File: config.mk
export PLATFORM = sky130hd
export DESIGN_NAME = fetx_encoder
export DESIGN_NICKNAME = d
export VERILOG_FILES = /design/src/verilog/fetx_pkg.sv /design/src/verilog/fetx_encoder.sv /design/src/verilog/fetx_sync.sv /design/src/verilog/fetx_fifo.sv
export SDC_FILE = /design/constraint.sdc
export NUM_CORES = 1
export LEC_CHECK = 0
export ABC_AREA = 1
export BUFFER_PORTS_ARGS = -buffer_cell sky130_fd_sc_hd__buf_2
export CORE_ASPECT_RATIO = 1.5
export CORE_MARGIN = 3
export CORE_UTILIZATION = 50
export CTS_CLUSTER_SIZE = 40
export DETAILED_ROUTE_END_ITERATION = 6
export PLACE_DENSITY_LB_ADDON = 0.25
export SLEW_MARGIN = 20
export SYNTH_ARGS = -nofsm -noshare
export SYNTH_HDL_FRONTEND = slang
export SYNTH_SLANG_ARGS = --single-unit
export TNS_END_PERCENT = 100
File: constraint.sdc
create_clock -name clk_i -period 1.6 [get_ports clk_i]
set_input_delay 0.16 -clock clk_i [delete_from_list [all_inputs] [get_ports clk_i]]
set_output_delay 0.16 -clock clk_i [all_outputs]
set_load 0.01 [all_outputs]
File: src/verilog/fetx_pkg.sv
// Shared constants, code-groups and types of the 100 Mb/s transmit encoder
// ****************************************************************
// What this block does
// Nibbles become scrambled MLT-3 serial line stream
// Transmit control follows standard 100BASE-TX machine
// Each data nibble maps to fixed code-group
// Idle, start and end delimiters use fixed codes
// Code-group 00100 is the halt error code
// Start pair replaces first eight preamble bits
// Remaining preamble and data sent as code-groups
// Enable deasserted appends end delimiter pair
// Idles follow until enable asserts again
// Scrambler is closed-loop 11-bit LFSR
// Scrambler sequence XORed with serial NRZ stream
// Scrambler seed comes from PHY address pins
// Scrambler can be bypassed when not needed
// Scrambled stream is NRZI encoded before MLT-3
// MLT-3 splits into two alternating drive streams
// Only MLT-3 output, never plain binary
// Transmit clock 25 MHz, MAC data in step; code takes 60 ns per nibble slot, so a 25 MHz clock overruns the buffer
// NRZI toggles on one, holds on zero
// MLT-3 cycles zero, plus, zero, minus
// ****************************************************************
package fetx_pkg;

    // ****************************************************************
    // Widths
    // ****************************************************************
    localparam int NIB_W = 4;           // MII nibble width
    localparam int CG_W = 5;            // Code-group width
    localparam int ADDR_W = 5;          // PHY address pin width
    localparam int LFSR_W = 11;         // Scrambler length
    localparam int ENTRY_W = 6;         // Error, enable, nibble
    localparam int FIFO_DEPTH = 4;      // Words between link and line

    // ****************************************************************
    // Field positions of a FIFO entry
    // ****************************************************************
    localparam int ENT_ER_POS = 5;      // Coding error request
    localparam int ENT_EN_POS = 4;      // Transmit enable

    // ****************************************************************
    // Scrambler taps and seed layout
    // ****************************************************************
    localparam int LFSR_TAP_HI = 10;    // x^11 term
    localparam int LFSR_TAP_LO = 8;     // x^9 term
    localparam logic [0:0] SEED_FILL = 1'h1; // Keeps seed non-zero

    // ****************************************************************
    // Code-groups other than data
    // ****************************************************************
    localparam logic [4:0] CG_IDLE = 5'h1F;  // 11111
    localparam logic [4:0] CG_J = 5'h18;     // 11000
    localparam logic [4:0] CG_K = 5'h11;     // 10001
    localparam logic [4:0] CG_T = 5'h0D;     // 01101
    localparam logic [4:0] CG_R = 5'h07;     // 00111
    localparam logic [4:0] CG_HALT = 5'h04;  // 00100

    // ****************************************************************
    // Timing
    // ****************************************************************
    localparam int CLK_PERIOD_NS = 10;  // Core clock 100 MHz
    localparam int BIT_TIME_NS = 8;     // One bit at 125 Mb/s
    localparam int LINK_PERIOD_NS = 40; // Transmit clock 25 MHz
    // Longest bit spacing, rounded down, never under one cycle
    localparam int BIT_CYC = (BIT_TIME_NS / CLK_PERIOD_NS) < 1 ? 1 :
                             (BIT_TIME_NS / CLK_PERIOD_NS);
    localparam logic [2:0] CG_BITS = 3'h5;   // Bits per code-group
    localparam logic [1:0] MLT_ZERO_A = 2'h0; // Level 0 before plus
    localparam logic [1:0] MLT_PLUS = 2'h1;   // Positive level
    localparam logic [1:0] MLT_ZERO_B = 2'h2; // Level 0 before minus
    localparam logic [1:0] MLT_MINUS = 2'h3;  // Negative level

    // ****************************************************************
    // Transmit control states
    // ****************************************************************
    typedef enum logic [2:0] {
        ST_IDLE,
        ST_SEND_K,
        ST_DATA,
        ST_SEND_R
    } fetx_state_t;

    // Data nibble to code-group
    function automatic logic [4:0] fetx_enc(input logic [3:0] nib);
        logic [4:0] cg;
        cg = 5'h1E;
        case (nib)
            4'h0: cg = 5'h1E;
            4'h1: cg = 5'h09;
            4'h2: cg = 5'h14;
            4'h3: cg = 5'h15;
            4'h4: cg = 5'h0A;
            4'h5: cg = 5'h0B;
            4'h6: cg = 5'h0E;
            4'h7: cg = 5'h0F;
            4'h8: cg = 5'h12;
            4'h9: cg = 5'h13;
            4'hA: cg = 5'h16;
            4'hB: cg = 5'h17;
            4'hC: cg = 5'h1A;
            4'hD: cg = 5'h1B;
            4'hE: cg = 5'h1C;
            default: cg = 5'h1D;
        endcase
        return cg;
    endfunction

endpackage

File: src/verilog/fetx_encoder.sv
// 100 Mb/s transmit path: nibble capture, 4B/5B, scrambler, NRZI, MLT-3
`timescale 1ns/1ps
module fetx_encoder
    import fetx_pkg::*;
#(
    parameter int DEPTH = FIFO_DEPTH, // Link-to-line buffer words
    parameter int BIT_CYCLES = BIT_CYC // Core cycles per line bit
) (
    input wire logic clk_i,
    input wire logic rst_i,
    input wire logic tx_clk_i,              // Transmit clock from pin
    input wire logic tx_en_i,               // MAC transmit enable
    input wire logic [NIB_W-1:0] txd_i,     // MAC transmit nibble
    input wire logic tx_er_i,               // MAC coding error request
    input wire logic [ADDR_W-1:0] phy_address_pins_i, // Seed source
    input wire logic scramble_bypass_i,     // High skips scrambler
    output logic line_pos_o,                // Positive drive stream
    output logic line_neg_o,                // Negative drive stream
    output logic line_bit_strobe_o,         // One cycle per line bit
    output logic tx_active_o,               // Frame in progress
    output logic overrun_o                  // Sticky: nibble lost
);

    // ****************************************************************
    // Input synchronisers
    // ****************************************************************
    logic [NIB_W+2:0] link_s;   // {clock, error, enable, nibble}
    logic [ADDR_W:0] static_s;  // {bypass, address}
    logic link_clk_d_r;         // Previous synced link clock

    fetx_sync #(.W(NIB_W + 3)) u_link_sync (
        .clk_i(clk_i),
        .rst_i(rst_i),
        .d_i({tx_clk_i, tx_er_i, tx_en_i, txd_i}),
        .q_o(link_s)
    );

    fetx_sync #(.W(ADDR_W + 1)) u_static_sync (
        .clk_i(clk_i),
        .rst_i(rst_i),
        .d_i({scramble_bypass_i, phy_address_pins_i}),
        .q_o(static_s)
    );

    wire link_clk_s = link_s[NIB_W+2];
    wire bypass_s = static_s[ADDR_W];
    wire [ADDR_W-1:0] addr_s = static_s[ADDR_W-1:0];
    // Capture at the falling edge: the MAC changes data after the
    // rising edge, so mid-period is the quiet point for the value
    // that the next rising edge would take
    wire link_fall = link_clk_d_r && !link_clk_s;

    // ****************************************************************
    // Nibble capture and hand-off to the buffer
    // ****************************************************************
    logic hold_r;                // Captured entry waiting
    logic [ENTRY_W-1:0] hold_d_r; // Captured entry
    logic overrun_r;             // Sticky loss flag
    logic fifo_in_ready;
    logic fifo_out_valid;
    logic [ENTRY_W-1:0] fifo_out_data;
    logic pop;                   // Code-group slot starts

    wire hold_taken = hold_r && fifo_in_ready;
    wire hold_blocked = hold_r && !fifo_in_ready;

    always_ff @(posedge clk_i) begin
        if (rst_i) begin
            link_clk_d_r <= 1'b0;
            hold_r <= 1'b0;
            hold_d_r <= '0;
            overrun_r <= 1'b0;
        end else begin
            link_clk_d_r <= link_clk_s;
            // One entry per link period, in step with it   R17
            if (link_fall && !hold_blocked) begin
                hold_r <= 1'b1;
                hold_d_r <= link_s[ENTRY_W-1:0];
            end else if (hold_taken) begin
                hold_r <= 1'b0;
            end
            // Buffer stalled: the new nibble is dropped
            if (link_fall && hold_blocked) overrun_r <= 1'b1;
        end
    end

    fetx_fifo #(.W(ENTRY_W), .DEPTH(DEPTH)) u_fifo (
        .clk_i(clk_i),
        .rst_i(rst_i),
        .in_valid_i(hold_r),
        .in_ready_o(fifo_in_ready),
        .in_data_i(hold_d_r),
        .out_valid_o(fifo_out_valid),
        .out_ready_i(pop),
        .out_data_o(fifo_out_data)
    );

    // ****************************************************************
    // Transmit control and code-group selection
    // ****************************************************************
    fetx_state_t state_r;        // Control state
    fetx_state_t state_nxt;
    logic [CG_W-1:0] cg_nxt;     // Code-group for this slot
    logic [CG_W-1:0] shift_r;    // Serialiser, MSB goes first
    logic [2:0] bit_cnt_r;       // Bits left in the slot
    wire ent_en = fifo_out_data[ENT_EN_POS];
    wire ent_er = fifo_out_data[ENT_ER_POS];
    wire [NIB_W-1:0] ent_nib = fifo_out_data[NIB_W-1:0];
    wire [CG_W-1:0] data_cg = fetx_enc(ent_nib);

    // Every entry, framed or not, uses exactly one slot   R01
    assign pop = fifo_out_valid && (bit_cnt_r == 3'h0);

    // Next state and code-group of one slot   R02
    always_comb begin
        state_nxt = state_r;
        cg_nxt = CG_IDLE;
        case (state_r)
            ST_IDLE: begin
                if (ent_en) begin
                    cg_nxt = CG_J;
                    state_nxt = ST_SEND_K;
                end else begin
                    cg_nxt = CG_IDLE;
                end
            end
            ST_SEND_K: begin
                // Second preamble nibble gives way to K   R06
                cg_nxt = ent_en ? CG_K : CG_T;
                state_nxt = ent_en ? ST_DATA : ST_SEND_R;
            end
            ST_DATA: begin
                if (!ent_en) begin
                    cg_nxt = CG_T;
                    state_nxt = ST_SEND_R;
                end else if (ent_er) begin
                    cg_nxt = CG_HALT;
                end else begin
                    cg_nxt = data_cg;
                end
            end
            ST_SEND_R: begin
                cg_nxt = CG_R;
                state_nxt = ST_IDLE;
            end
            default: begin
                cg_nxt = CG_IDLE;
                state_nxt = ST_IDLE;
            end
        endcase
    end

    // ****************************************************************
    // Bit timer and serialiser
    // ****************************************************************
    logic [15:0] tmr_r;          // Cycles into the current bit
    wire busy = bit_cnt_r != 3'h0;
    wire bit_tick = busy && (tmr_r == 16'(BIT_CYCLES - 1));
    wire nrz_bit = shift_r[CG_W-1];

    always_ff @(posedge clk_i) begin
        if (rst_i) begin
            state_r <= ST_IDLE;
            shift_r <= CG_IDLE;
            bit_cnt_r <= 3'h0;
            tmr_r <= 16'h0000;
        end else begin
            if (pop) begin
                state_r <= state_nxt;
                shift_r <= cg_nxt;
                bit_cnt_r <= CG_BITS;
                tmr_r <= 16'h0000;
            end else if (bit_tick) begin
                shift_r <= {shift_r[CG_W-2:0], 1'b0};
                bit_cnt_r <= bit_cnt_r - 3'h1;
                tmr_r <= 16'h0000;
            end else if (busy) begin
                tmr_r <= tmr_r + 16'h0001;
            end
        end
    end

    // ****************************************************************
    // Scrambler
    // ****************************************************************
    logic [LFSR_W-1:0] lfsr_r;   // Scrambler state
    logic seeded_r;              // Seed taken after reset release
    logic [1:0] boot_r;          // Waits out the pin synchroniser refill
    wire key = lfsr_r[LFSR_TAP_HI] ^ lfsr_r[LFSR_TAP_LO];
    wire scr_bit = bypass_s ? nrz_bit : (nrz_bit ^ key);
    // Address repeated around a one, so no address gives all zeros
    wire [LFSR_W-1:0] seed = {addr_s, SEED_FILL, addr_s};

    // The pins are caught a few cycles after reset, once synced
    always_ff @(posedge clk_i) begin
        if (rst_i) begin
            lfsr_r <= '1;
            seeded_r <= 1'b0;
            boot_r <= 2'h0;
        end else if (!seeded_r) begin
            // Synced pins still read zero for two edges after release
            boot_r <= {boot_r[0], 1'b1};
            if (boot_r[1]) begin
                lfsr_r <= seed;
                seeded_r <= 1'b1;
            end
        end else if (bit_tick) begin
            lfsr_r <= {lfsr_r[LFSR_W-2:0], key};
        end
    end

    // ****************************************************************
    // NRZI and MLT-3 line stage
    // ****************************************************************
    logic nrzi_r;                // NRZI level
    logic [1:0] mlt_r;           // MLT-3 phase
    logic [1:0] mlt_nxt;
    logic strobe_r;
    logic active_r;
    logic line_pos_r;            // Positive stream, straight from a flop
    logic line_neg_r;            // Negative stream, straight from a flop

    // A one toggles NRZI, and each NRZI transition steps MLT-3
    assign mlt_nxt = scr_bit ? mlt_r + 2'h1 : mlt_r;

    always_ff @(posedge clk_i) begin
        if (rst_i) begin
            nrzi_r <= 1'b0;
            mlt_r <= MLT_ZERO_A;
            strobe_r <= 1'b0;
            active_r <= 1'b0;
            line_pos_r <= 1'b0;
            line_neg_r <= 1'b0;
        end else begin
            strobe_r <= bit_tick;
            active_r <= (state_r != ST_IDLE);
            if (bit_tick) begin
                nrzi_r <= nrzi_r ^ scr_bit;
                mlt_r <= mlt_nxt;
                line_pos_r <= (mlt_nxt == MLT_PLUS);
                line_neg_r <= (mlt_nxt == MLT_MINUS);
            end
        end
    end

    // Only the split MLT-3 pair reaches the pins   R15 R16
    assign line_pos_o = line_pos_r;
    assign line_neg_o = line_neg_r;
    assign line_bit_strobe_o = strobe_r;
    assign tx_active_o = active_r;
    assign overrun_o = overrun_r;

    // ****************************************************************
    // Elaboration checks
    // ****************************************************************
    initial begin
        if (BIT_CYCLES < 1 || BIT_CYCLES > 65535)
            $error("fetx_encoder: bit cycles out of range");
        if (DEPTH < 2)
            $error("fetx_encoder: buffer depth below two");
    end

    // ****************************************************************
    // Assertions
    // ****************************************************************
    property p_capture;
        @(posedge clk_i) disable iff (rst_i)
        link_fall && !hold_blocked |=> hold_r;
    endproperty
    a_capture: assert property (p_capture)
        else $error("link nibble not captured");

    property p_start_j;
        @(posedge clk_i) disable iff (rst_i)
        pop && state_r == ST_IDLE && ent_en
            |=> shift_r == CG_J && state_r == ST_SEND_K;
    endproperty
    a_start_j: assert property (p_start_j)
        else $error("frame start did not send J");

    property p_k_follows;
        @(posedge clk_i) disable iff (rst_i)
        pop && state_r == ST_SEND_K && ent_en |=> shift_r == CG_K;
    endproperty
    a_k_follows: assert property (p_k_follows)
        else $error("K did not follow J");

    property p_data_map;
        @(posedge clk_i) disable iff (rst_i)
        pop && state_r == ST_DATA && ent_en && !ent_er
            |=> shift_r == fetx_enc($past(ent_nib));
    endproperty
    a_data_map: assert property (p_data_map)
        else $error("data nibble mis-encoded");

    property p_halt;
        @(posedge clk_i) disable iff (rst_i)
        pop && state_r == ST_DATA && ent_en && ent_er
            |=> shift_r == CG_HALT;
    endproperty
    a_halt: assert property (p_halt)
        else $error("error nibble not sent as halt");

    property p_end_pair;
        @(posedge clk_i) disable iff (rst_i)
        pop && state_r == ST_DATA && !ent_en
            |=> shift_r == CG_T ##1 (!pop) [*4] ##1 (!pop || 1'b1);
    endproperty
    a_end_pair: assert property (p_end_pair)
        else $error("end of frame did not send T");

    property p_r_then_idle;
        @(posedge clk_i) disable iff (rst_i)
        pop && state_r == ST_SEND_R
            |=> shift_r == CG_R && state_r == ST_IDLE;
    endproperty
    a_r_then_idle: assert property (p_r_then_idle)
        else $error("R or return to idle missing");

    property p_idle_fill;
        @(posedge clk_i) disable iff (rst_i)
        pop && state_r == ST_IDLE && !ent_en |=> shift_r == CG_IDLE;
    endproperty
    a_idle_fill: assert property (p_idle_fill)
        else $error("idle not sent between frames");

    property p_five_bits;
        @(posedge clk_i) disable iff (rst_i)
        pop |=> bit_cnt_r == CG_BITS;
    endproperty
    a_five_bits: assert property (p_five_bits)
        else $error("slot is not five bits long");

    property p_nrzi;
        @(posedge clk_i) disable iff (rst_i)
        bit_tick |=> nrzi_r == ($past(nrzi_r) ^ $past(scr_bit));
    endproperty
    a_nrzi: assert property (p_nrzi)
        else $error("NRZI level wrong");

    property p_bypass;
        @(posedge clk_i) disable iff (rst_i)
        bit_tick && bypass_s |=> nrzi_r == ($past(nrzi_r) ^ $past(nrz_bit));
    endproperty
    a_bypass: assert property (p_bypass)
        else $error("bypass still scrambles");

    property p_pair_excl;
        @(posedge clk_i) disable iff (rst_i)
        !(line_pos_o && line_neg_o);
    endproperty
    a_pair_excl: assert property (p_pair_excl)
        else $error("both drive streams active");

    property p_mlt_step;
        @(posedge clk_i) disable iff (rst_i)
        $changed(nrzi_r) |-> mlt_r == $past(mlt_r) + 2'h1;
    endproperty
    a_mlt_step: assert property (p_mlt_step)
        else $error("MLT-3 did not step on transition");

    property p_seed;
        @(posedge clk_i) disable iff (rst_i)
        boot_r[1] && !seeded_r |=> lfsr_r == $past(seed);
    endproperty
    a_seed: assert property (p_seed)
        else $error("scrambler seed not loaded");

    c_frame: cover property (@(posedge clk_i) disable iff (rst_i)
        pop && state_r == ST_SEND_R);
    c_halt: cover property (@(posedge clk_i) disable iff (rst_i)
        pop && state_r == ST_DATA && ent_en && ent_er);
    c_overrun: cover property (@(posedge clk_i) disable iff (rst_i)
        $rose(overrun_r));
    c_minus: cover property (@(posedge clk_i) disable iff (rst_i)
        line_neg_o);

endmodule

File: src/verilog/fetx_sync.sv
// Two-stage synchroniser for a group of slow external levels
`timescale 1ns/1ps
module fetx_sync #(
    parameter int W = 1 // Number of bits
) (
    input wire logic clk_i,
    input wire logic rst_i,
    input wire logic [W-1:0] d_i,
    output logic [W-1:0] q_o
);
    // ****************************************************************
    // Stages
    // ****************************************************************
    logic [W-1:0] meta_r; // First stage, read only by the second

    // Bits cross independently, so a word may show mixed old and new
    always_ff @(posedge clk_i) begin
        if (rst_i) begin
            meta_r <= '0;
            q_o <= '0;
        end else begin
            meta_r <= d_i;
            q_o <= meta_r;
        end
    end

    initial begin
        if (W < 1) $error("fetx_sync: width must be at least one");
    end
endmodule

File: src/verilog/fetx_fifo.sv
// Small synchronous FIFO with valid and ready on both sides
`timescale 1ns/1ps
module fetx_fifo #(
    parameter int W = 6,     // Word width
    parameter int DEPTH = 4  // Words, power of two
) (
    input wire logic clk_i,
    input wire logic rst_i,
    input wire logic in_valid_i,
    output logic in_ready_o,
    input wire logic [W-1:0] in_data_i,
    output logic out_valid_o,
    input wire logic out_ready_i,
    output logic [W-1:0] out_data_o
);
    localparam int AW = $clog2(DEPTH);

    // ****************************************************************
    // Storage and pointers
    // ****************************************************************
    logic [W-1:0] mem_r [DEPTH]; // Word store
    logic [AW:0] wr_r;           // Write pointer with wrap bit
    logic [AW:0] rd_r;           // Read pointer with wrap bit
    wire push = in_valid_i && in_ready_o;
    wire pop = out_valid_o && out_ready_i;

    // Full when pointers differ only in the wrap bit
    assign in_ready_o = (wr_r ^ rd_r) != {1'b1, {AW{1'b0}}};
    assign out_valid_o = wr_r != rd_r;
    assign out_data_o = mem_r[rd_r[AW-1:0]];

    // Pointers
    always_ff @(posedge clk_i) begin
        if (rst_i) begin
            wr_r <= '0;
            rd_r <= '0;
        end else begin
            if (push) wr_r <= wr_r + 1'b1;
            if (pop) rd_r <= rd_r + 1'b1;
        end
    end

    // Data store needs no reset
    always_ff @(posedge clk_i) begin
        if (push) mem_r[wr_r[AW-1:0]] <= in_data_i;
    end

    initial begin
        if (DEPTH < 2 || (DEPTH & (DEPTH - 1)) != 0)
            $error("fetx_fifo: depth must be a power of two, at least 2");
    end
endmodule

# Word-level counts from Yosys, hierarchy flattened
# Memory sizes are Yosys's and may differ from the RTL's. A register that Yosys moved wholly into a read port is not among the register bits.
# Cells that the tools add are included.
# totals
wordCells	92
memories	2
mem_bits_rw	24
rom_bits	80
out_inout_bits	5
ff_bits	88
# mem_list
name	words	word_bits	rd	rd_ports_with_merged_regs	write_ports	line_no	rtl
(no name shown)	16	5	1	0	0	fetx_pkg.sv:88	case (nib)
u_fifo.mem_r	4	6	1	1	1	fetx_fifo.sv:21	logic [W-1:0] mem_r [DEPTH];
# classes
n_addsub	5
n_eq_ne	10
reduce_logical	23
bitwise	3
muxes	26
# op_table
operator	count
two-way mux 11 bit	3
two-way mux 5 bit	5
one-hot mux 5 bit (4 select lines)	1
adder 16 x 1 -> 16 bit, second input constant	1
zero test 16 bit	1
two-way mux 3 bit	5
one-hot mux 3 bit (3 select lines)	1
logical AND 1 bit	8
two-way mux 1 bit	8
adder 3 x 1 -> 3 bit, second input constant	2
equality test 3 x 2 -> 1 bit, second input constant	2
zero test 3 bit	2
two-way mux 2 bit	3
inequality test 2 bit, second input constant	3
nonzero test 2 bit	3
nonzero test 3 bit	2
equality test 3 x 1 -> 1 bit, second input constant	1
zero test 1 bit	3
inequality test 3 bit	1
inequality test 3 bit, second input constant	1
AND reduction 3 bit	1
OR reduction 3 bit	1
subtractor 3 x 1 -> 3 bit, second input constant	1
bitwise XOR 3 bit	1
other kinds (6)	7

# Longest topological paths before layout
# Gate-level depths: netlist of the first run.
# logic_depth
word_depth	7
ltp_mapped	13
ltp_nobuf	12

# By module
# From an unflattened synthesis of the first run, not the netlist that was laid out.
# hier_totals
hier_cells	611
area_unflattened_um2	4892.2
# by_module_without_submodules
module	cells_each	seq_area_each_um2	n_inst	area_each_um2
fetx_encoder	399	1101.1	1	2773.9
fetx_fifo	132	880.8	1	1380.1
fetx_sync (u_link_sync)	43	280.3	1	396.6
fetx_sync (u_static_sync)	37	240.2	1	341.6

# Worst setup path after synthesis of the first run
# No wires, ideal clock.
# synth_timing
path_kind	register -> register
start	register bit_cnt_r[0]
end	register lfsr_r[9]
path_stages_with_launch	11
t_arrival_ps	1607
required_time_ps	1462
period_less_slack_ps	1745
slack_ps	-145
path_cell_list	dfxtp_1 > inv_1 > ha_1 > ha_1 > inv_2 > nand4_1 > nor2_2 > nand2_4 > a21oi_4 > buf_6 > o211ai_1
# synth_via
elab_chain_len	4
# synth_rtl
element	line_no	rtl
start, declared	fetx_encoder.sv:105	logic [2:0] bit_cnt_r;
start signal, assigned	fetx_encoder.sv:175	bit_cnt_r <= bit_cnt_r - 3'h1;
nonzero test 3 bit	fetx_encoder.sv:157	wire busy = bit_cnt_r != 3'h0;
logical AND 1 bit	fetx_encoder.sv:158	wire bit_tick = busy && (tmr_r == 16'(BIT_CYCLES - 1));
inequality test 2 bit (no line)	-	
AND reduction 2 bit (no line)	-	
end signal, assigned	fetx_encoder.sv:208	lfsr_r <= {lfsr_r[LFSR_W-2:0], key};
end, declared	fetx_encoder.sv:186	logic [LFSR_W-1:0] lfsr_r;
# No other way between the ends.
# A chain may end at the register's enable or synchronous reset.

# Worst setup path after layout of the first run
# layout_timing
start	register bit_cnt_r[1]
end	register lfsr_r[1]
# Same word-level chain as after synthesis.

==> flow_metrics.py, run 1 <==
metrics = {
    "cts": {
        "cts_tree": "done",
        "h-tree-depth": 4,
        "clock_sinks": 113,
        "clockBufferDepth": 2,
        "root_buffer": "clkbuf_16",
        "cts_buffers": 17,
        "insertion_delay_ns": 0.40,
        "path_clk_slew_ns": 0.05,
    },
    "logic_synthesis": {
        "netlist.area_leader.share_pct": 36.9,
        "yosysSeqAreaShare_pct": 51.9,
        "synth_area_leader_cell": "dfxtp_1",
        "synth_edf_count": 24,
        "ys_warn_count": 0,
        "syn_nets": 627,
        "synth_flop_cell": "dfxtp_1",
        "synthCells": 598,
        "netlist_top_cells_count": "154 x nand2_1, 89 x dfxtp_1, 84 x inv_1",
        "ys_seq_elements": 113,
        "yosysMostFrequentCell": "nand2_1",
        "synth.distinct_cells": 34,
        "syn_avg_cell_area_um2": 8.07,
        "syn-cell-area_um2": 4820,
        "ys_top_cells_by_area": "dfxtp_1 37%, edfxtp_1 15%, nand2_1 12%",
        "synthArstFlopShare_pct": 0,
    },
    "layout": {
        "fin_nets": 697,
        "fin_cells": 791,
        "syn_to_final_growth_pct": 26.2,
        "diodes": 0,
        "design_area_um2": 6090,
        "drive_gt1_share_pct": 19.3,
    },
    "grt": {
        "grtUsageMet3_pct": 4.94,
        "grt.total_usage_pct": 19.2,
        "grt_pass1_wl_um": 16700,
        "use_met1_pct": 20.7,
        "antenna_found_initial": 0,
        "grt_pass1_vias": 3852,
        "grt_remaining_overflow": 0,
        "grtUsageMet2_pct": 34.7,
        "grt_busiest_layer": "met2",
        "grt_max_degree": 45,
    },
    "placed_design": {
        "dp_hpwl_um": 6470,
        "dp_cells": 740,
        "post-place-ws_ns": -0.123,
        "placed_cell_area_um2": 5190,
        "gp_congestion": 0.806,
        "port_buffers": 19,
    },
    "routing": {
        "postRouteAntennaNets": 0,
        "vias": 3900,
        "drc": 0,
        "initialDrtViolationCount": 221,
        "viasPerCell": 4.93,
        "wl_per_cell_um": 12.2,
        "drt_wl_total_um": 9680,
        "first_pass_iters": 4,
    },
    "timing": {
        "drv_slew": 0,
        "period_minus_slack_ns": 1.66,
        "max_slew_margin_pct": 71.5,
        "fmaxAchievable_mhz": 603,
        "whs_ns": 0.168,
        "final.setup_skew_ns": 0.00785,
        "tightest_slew_ns": 0.428,
        "min_period_over_period_pct": 104,
        "hold_violations": 0,
        "setup_violations": 12,
        "final.setup.worst_slack_ns": -0.0584,
        "grt_setup_unrepaired": "yes",
    },
    "die": {
        "start_util_pct": 51.8,
        "die-area_um2": 10900,
        "die_h_um": 126,
        "num_rows": 43,
        "die_width_um": 86.2,
        "core_area_um2": 9310,
        "ios": 20,
    },
    "worst_setup_path": {
        "critPathCaptureType": "register",
        "crit_type": "reg -> reg",
        "path_delay_family": "simple AND/OR/NAND/NOR gates",
        "slowest_delay_ns": 0.33,
        "path_cells": "inv_2, ha_4, ha_4, inv_2, nand4_1, nor2_2, nand2_4, a21oi_4, inv_4, nand2_1, nand3_1",
        "start_kind": "register",
        "crit_buf_inv": 3,
        "cp.required_ns": 1.88,
        "arrival_ns": 1.94,
        "crit_slowest_cell": "dfxtp_2",
        "path_max_fanout": 9,
    },
    "flow_run": {
        "drv_cap": 0,
    },
    "power": {
        "p_leak_nw": 2.68,
        "peakVddDrop_uv": 1160,
        "p_per_area_nw_per_um2": 1630,
    },
    "status": {
        "status": "finished with violations",
        "violations": "setup timing",
    },
    "worst_hold_path": {
        "hp-class": "in -> reg",
    },
}
-- power by group --
| part | internal [mW] | switching (mW) | total [mW] | leakage (nW) |
|---|---|---|---|---|
| Clock | 2.39 | 1.17 | 3.56 | 0.282 |
| Sequential | 3.21 | 0.178 | 3.39 | 0.954 |
| Combinational | 1.20 | 1.80 | 3.00 | 1.45 |
| Total | 6.80 | 3.15 | 9.94 | 2.68 |
-- area by class of cell --
cell class | count | area, um^2
inverter | 90 | 347
timing repair buffer | 65 | 492
fill | 752 | 3220
clock buffer | 23 | 479
sequential | 113 | 2510
clock inverter | 7 | 85.1
multi-input combinational | 381 | 2040
tap | 112 | 140
-- state kept, by name, summed over array words and instances (netlist names), 2 cells and up, named ones only --
| name | count |
|---|---|
| boot_r | 2 |
| tmr_r | 16 |
| hold_d_r | 6 |
| state_r | 2 |
| u_static_sync.meta_r | 6 |
| u_fifo.mem_r | 24 |
| u_static_sync.q_o | 6 |
| u_link_sync.meta_r | 7 |
| bit_cnt_r | 3 |
| shift_r | 5 |
| mlt_r | 2 |
| lfsr_r | 11 |
| u_link_sync.q_o | 7 |
| u_fifo.rd_r | 3 |
| u_fifo.wr_r | 3 |
-- path summary, 6_finish.rpt --
kind,from,endpoint,slack (ns),cells past startpoint
hold / removal,rst_i,overrun_o,0.17,3
hold reg to reg,u_link_sync.meta_r[1],u_link_sync.q_o[1],0.40,2
setup reg to reg,bit_cnt_r[1],lfsr_r[1],-0.06,11
setup / recovery,bit_cnt_r[1],lfsr_r[1],-0.06,11
-- metrics by stage --
stage / setup TNS (ns) / power, mW / utilization (%)
after floorplan: -0.226 / 5.30 / -
after global placement: -0.642 / 5.96 / 55.7
after detailed placement: -2.49 / 6.05 / 55.7
after CTS: -1.12 / 9.75 / 63.8
after global routing: -4.55 / 10.5 / 65.4
final: -0.492 / 9.94 / 65.4
-- layout by cell type (no fill, tap or decap), types with 6 or more instances in the layout --
cell and count:
dlygate4sd3_1 13, nand4_1 6, buf_4 28, o21ai_0 20
edfxtp_1 24, nor3_1 8, nand3_2 7, nand2_1 152
dfxtp_1 86, nor2_1 63, inv_1 80, nor2_2 9
nand3_1 38, buf_2 19, a21oi_1 23, ha_1 12
clkbuf_16 18
-- cells by family after synthesis --
| group | after synthesis | synth area share, % |
|---|---|---|
| AOI/OAI and AO/OA | 57 | 6.69 |
| adders and majority gates | 14 | 3.63 |
| buffers and inverters | 104 | 8.56 |
| and+or+nand+nor | 301 | 27.2 |
| xor gates and xnor gates | 9 | 2.10 |
| DFF | 113 | 51.9 |
-- worst reg2reg max path, stage by stage, from the launching register on --
cell	delay, ns
dfxtp_2	0.33
inv_2	0.05
ha_4	0.16
ha_4	0.17
inv_2	0.05
nand4_1	0.08
nor2_2	0.13
nand2_4	0.11
a21oi_4	0.24
inv_4	0.09
nand2_1	0.07
nand3_1	0.06
-- layer usage --
metal	vias to the layer above	part of all wire, %
met5	-	0
met4	0	2.2
met3	18	3.6
met2	69	55
met1	1793	39
li1	2020	-
-- timing repair --
action / CTS / global route
setup endpoints to repair: 44 / 67
buffers inserted: 1 / 7
resized for setup: 12 / 29
pin swaps: 6 / 8
hold buffers: 13 / 0
endpoints found under the hold margin: 13 / 0
Power figures use the tool's default switching activity.
==> inputs of run 2 (changes only) <==
--- a/config.mk
+++ b/config.mk
@@ -13,6 +13,7 @@
 export CTS_CLUSTER_SIZE = 40
 export DETAILED_ROUTE_END_ITERATION = 6
 export PLACE_DENSITY_LB_ADDON = 0.25
+export SKIP_LAST_GASP = 1
 export SLEW_MARGIN = 20
 export SYNTH_ARGS = -nofsm -noshare
 export SYNTH_HDL_FRONTEND = slang
==> flow_metrics.py, run 2 (synthesis gave the netlist of run 1 again) <==
metrics = {
    "routing": {
        "drt_wl_total_um": 9650,
        "drc": 0,
        "postRouteAntennaNets": 0,
        "initialDrtViolationCount": 227,
        "first_pass_iters": 4,
        "viasPerCell": 4.90,
        "vias": 3876,
        "wl_per_cell_um": 12.2,
    },
    "die": {
        "ios": 20,
        "start_util_pct": 51.8,
        "die_h_um": 126,
        "die_width_um": 86.2,
        "core_area_um2": 9310,
        "die-area_um2": 10900,
        "num_rows": 43,
    },
    "timing": {
        "whs_ns": 0.167,
        "finalSetupTns_ns": -0.483,
        "period_minus_slack_ns": 1.66,
        "hold_violations": 0,
        "drv_slew": 0,
        "tightest_slew_ns": 0.432,
        "grt_setup_unrepaired": "yes",
        "min_period_over_period_pct": 104,
        "final.setup_skew_ns": 0.00762,
        "max_slew_margin_pct": 71.2,
        "final.setup.worst_slack_ns": -0.0573,
        "setup_violations": 13,
        "fmaxAchievable_mhz": 603,
    },
    "worst_setup_path": {
        "critPathCaptureType": "register",
        "path_max_fanout": 9,
        "slowest_delay_ns": 0.33,
        "crit_path_start": "bit_cnt_r[0]",
        "crit_end": "lfsr_r[1]",
        "crit_cells": 11,
        "crit_slowest_cell": "dfxtp_2",
        "start_kind": "register",
        "arrival_ns": 1.94,
        "reg2reg_from": "bit_cnt_r[0]",
        "path_delay_family": "simple AND/OR/NAND/NOR gates",
        "cp.required_ns": 1.88,
        "crit_type": "reg -> reg",
        "path_cells": "inv_2, ha_4, ha_4, inv_2, nand4_1, nor2_2, nand2_4, a21oi_4, inv_4, nand2_1, nand3_1",
        "timing.rr.end": "lfsr_r[1]",
        "rrSetupSlack_ns": -0.06,
        "reg2regPathDepth": 11,
        "crit_buf_inv": 3,
    },
    "layout": {
        "layout_commonest_cell": "nand2_1",
        "design_area_um2": 6060,
        "fin_cells": 791,
        "drive_gt1_share_pct": 18.9,
        "largest_register_ffs": 24,
        "layout_common_cells": "152 x nand2_1, 86 x dfxtp_1, 80 x inv_1",
        "syn_to_final_growth_pct": 25.5,
        "fin_nets": 697,
        "diodes": 0,
    },
    "placed_design": {
        "placed_cell_area_um2": 5190,
        "dp_hpwl_um": 6470,
        "port_buffers": 19,
        "gp_congestion": 0.806,
        "dp_cells": 740,
    },
    "cts": {
        "path_clk_slew_ns": 0.05,
        "cts_buffers": 17,
        "cts_tree": "done",
        "root_buffer": "clkbuf_16",
        "clockBufferDepth": 2,
        "h-tree-depth": 4,
        "clock_sinks": 113,
        "insertion_delay_ns": 0.40,
    },
    "power": {
        "p_per_area_nw_per_um2": 1630,
        "seq_power_share_pct": 34.4,
        "p_switching_mw": 3.08,
        "clkPwrFrac_pct": 36.1,
        "p_comb_share_pct": 29.5,
        "internal_power_mw": 6.77,
        "power.share.switching_pct": 31.3,
        "power_mw": 9.85,
        "p_leak_nw": 2.68,
        "peakVddDrop_uv": 1160,
    },
    "grt": {
        "grt_remaining_overflow": 0,
        "grt_pass1_wl_um": 16700,
        "grt.total_usage_pct": 19.2,
        "grt_max_degree": 45,
        "grt_pass1_vias": 3850,
        "antenna_found_initial": 0,
    },
    "status": {
        "status": "finished with violations",
        "violations": "setup timing",
    },
    "worst_hold_path": {
        "hp-class": "in -> reg",
    },
    "flow_run": {
        "drv_cap": 0,
    },
}
[run 2: cell counts in the layout (fill, tap and decap cells not counted)]
Identical to the previous run, type by type.
[run 2: layer usage]
layer / global-route usage, % / share of wire, % / vias up
li1: - / - / 2023
met1: 20.7 / 39 / 1783
met2: 34.7 / 56 / 57
met3: 4.94 / 3.3 / 13
met4: 8.07 / 1.8 / 0
met5: 0 / 0 / -
[run 2: worst min-delay path, stage by stage]
cell      delay [ns]
buf_2           0.10
clkinv_1        0.14
o21a_1          0.14
[run 2: timing repair]
| action | 4_1_cts | 5_1_grt |
|---|---|---|
| hold buffers | 13 | 0 |
| buffers inserted | 1 | 7 |
| resized for setup | 12 | 22 |
| setup endpoints to repair | 44 | 67 |
| pin swaps | 6 | 8 |
| hold endpoints to repair | 13 | 0 |
[run 2: power groups by stage]
stage	Combinational (mW)	Clock, mW	Sequential (mW)
after global routing	3.31	3.73	3.42
after global placement	2.54	0	3.42
after detailed placement	2.62	0	3.43
after CTS	2.75	3.61	3.38
final	2.91	3.55	3.39
after floorplan	1.89	0	3.41
[run 2: worst min-delay path by stage]
| stage | cells past startpoint | from | endpoint | slack [ns] |
|---|---|---|---|---|
| 2_1_floorplan | 2 | txd_i[0] | u_link_sync.meta_r[0] | 0.27 |
| 3_3_place_gp | 3 | tx_er_i | u_link_sync.meta_r[5] | 0.36 |
| 3_5_place_dp | 3 | phy_address_pins_i[4] | u_static_sync.meta_r[4] | 0.37 |
| 4_1_cts | 3 | rst_i | overrun_o | 0.17 |
| 5_1_grt | 3 | rst_i | overrun_o | 0.20 |
| 6_report | 3 | rst_i | overrun_o | 0.17 |
[run 2: stage by stage]
| step | utilization, % | setup slack (ns) |
|---|---|---|
| 6_report | 65.1 | -0.0573 |
| 5_1_grt | 65.1 | -0.199 |
| 3_3_place_gp | 55.7 | -0.0639 |
| 3_5_place_dp | 55.7 | -0.123 |
| 4_1_cts | 63.8 | -0.0603 |
| 2_1_floorplan | - | -0.0384 |
[run 2: area by class of cell]
type,count,area (um^2)
tap,112,140
timing repair buffer,65,480
inverter,90,347
clock buffer,23,479
multi-input combinational,381,2020
sequential,113,2510
clock inverter,7,85.1
fill,761,3250
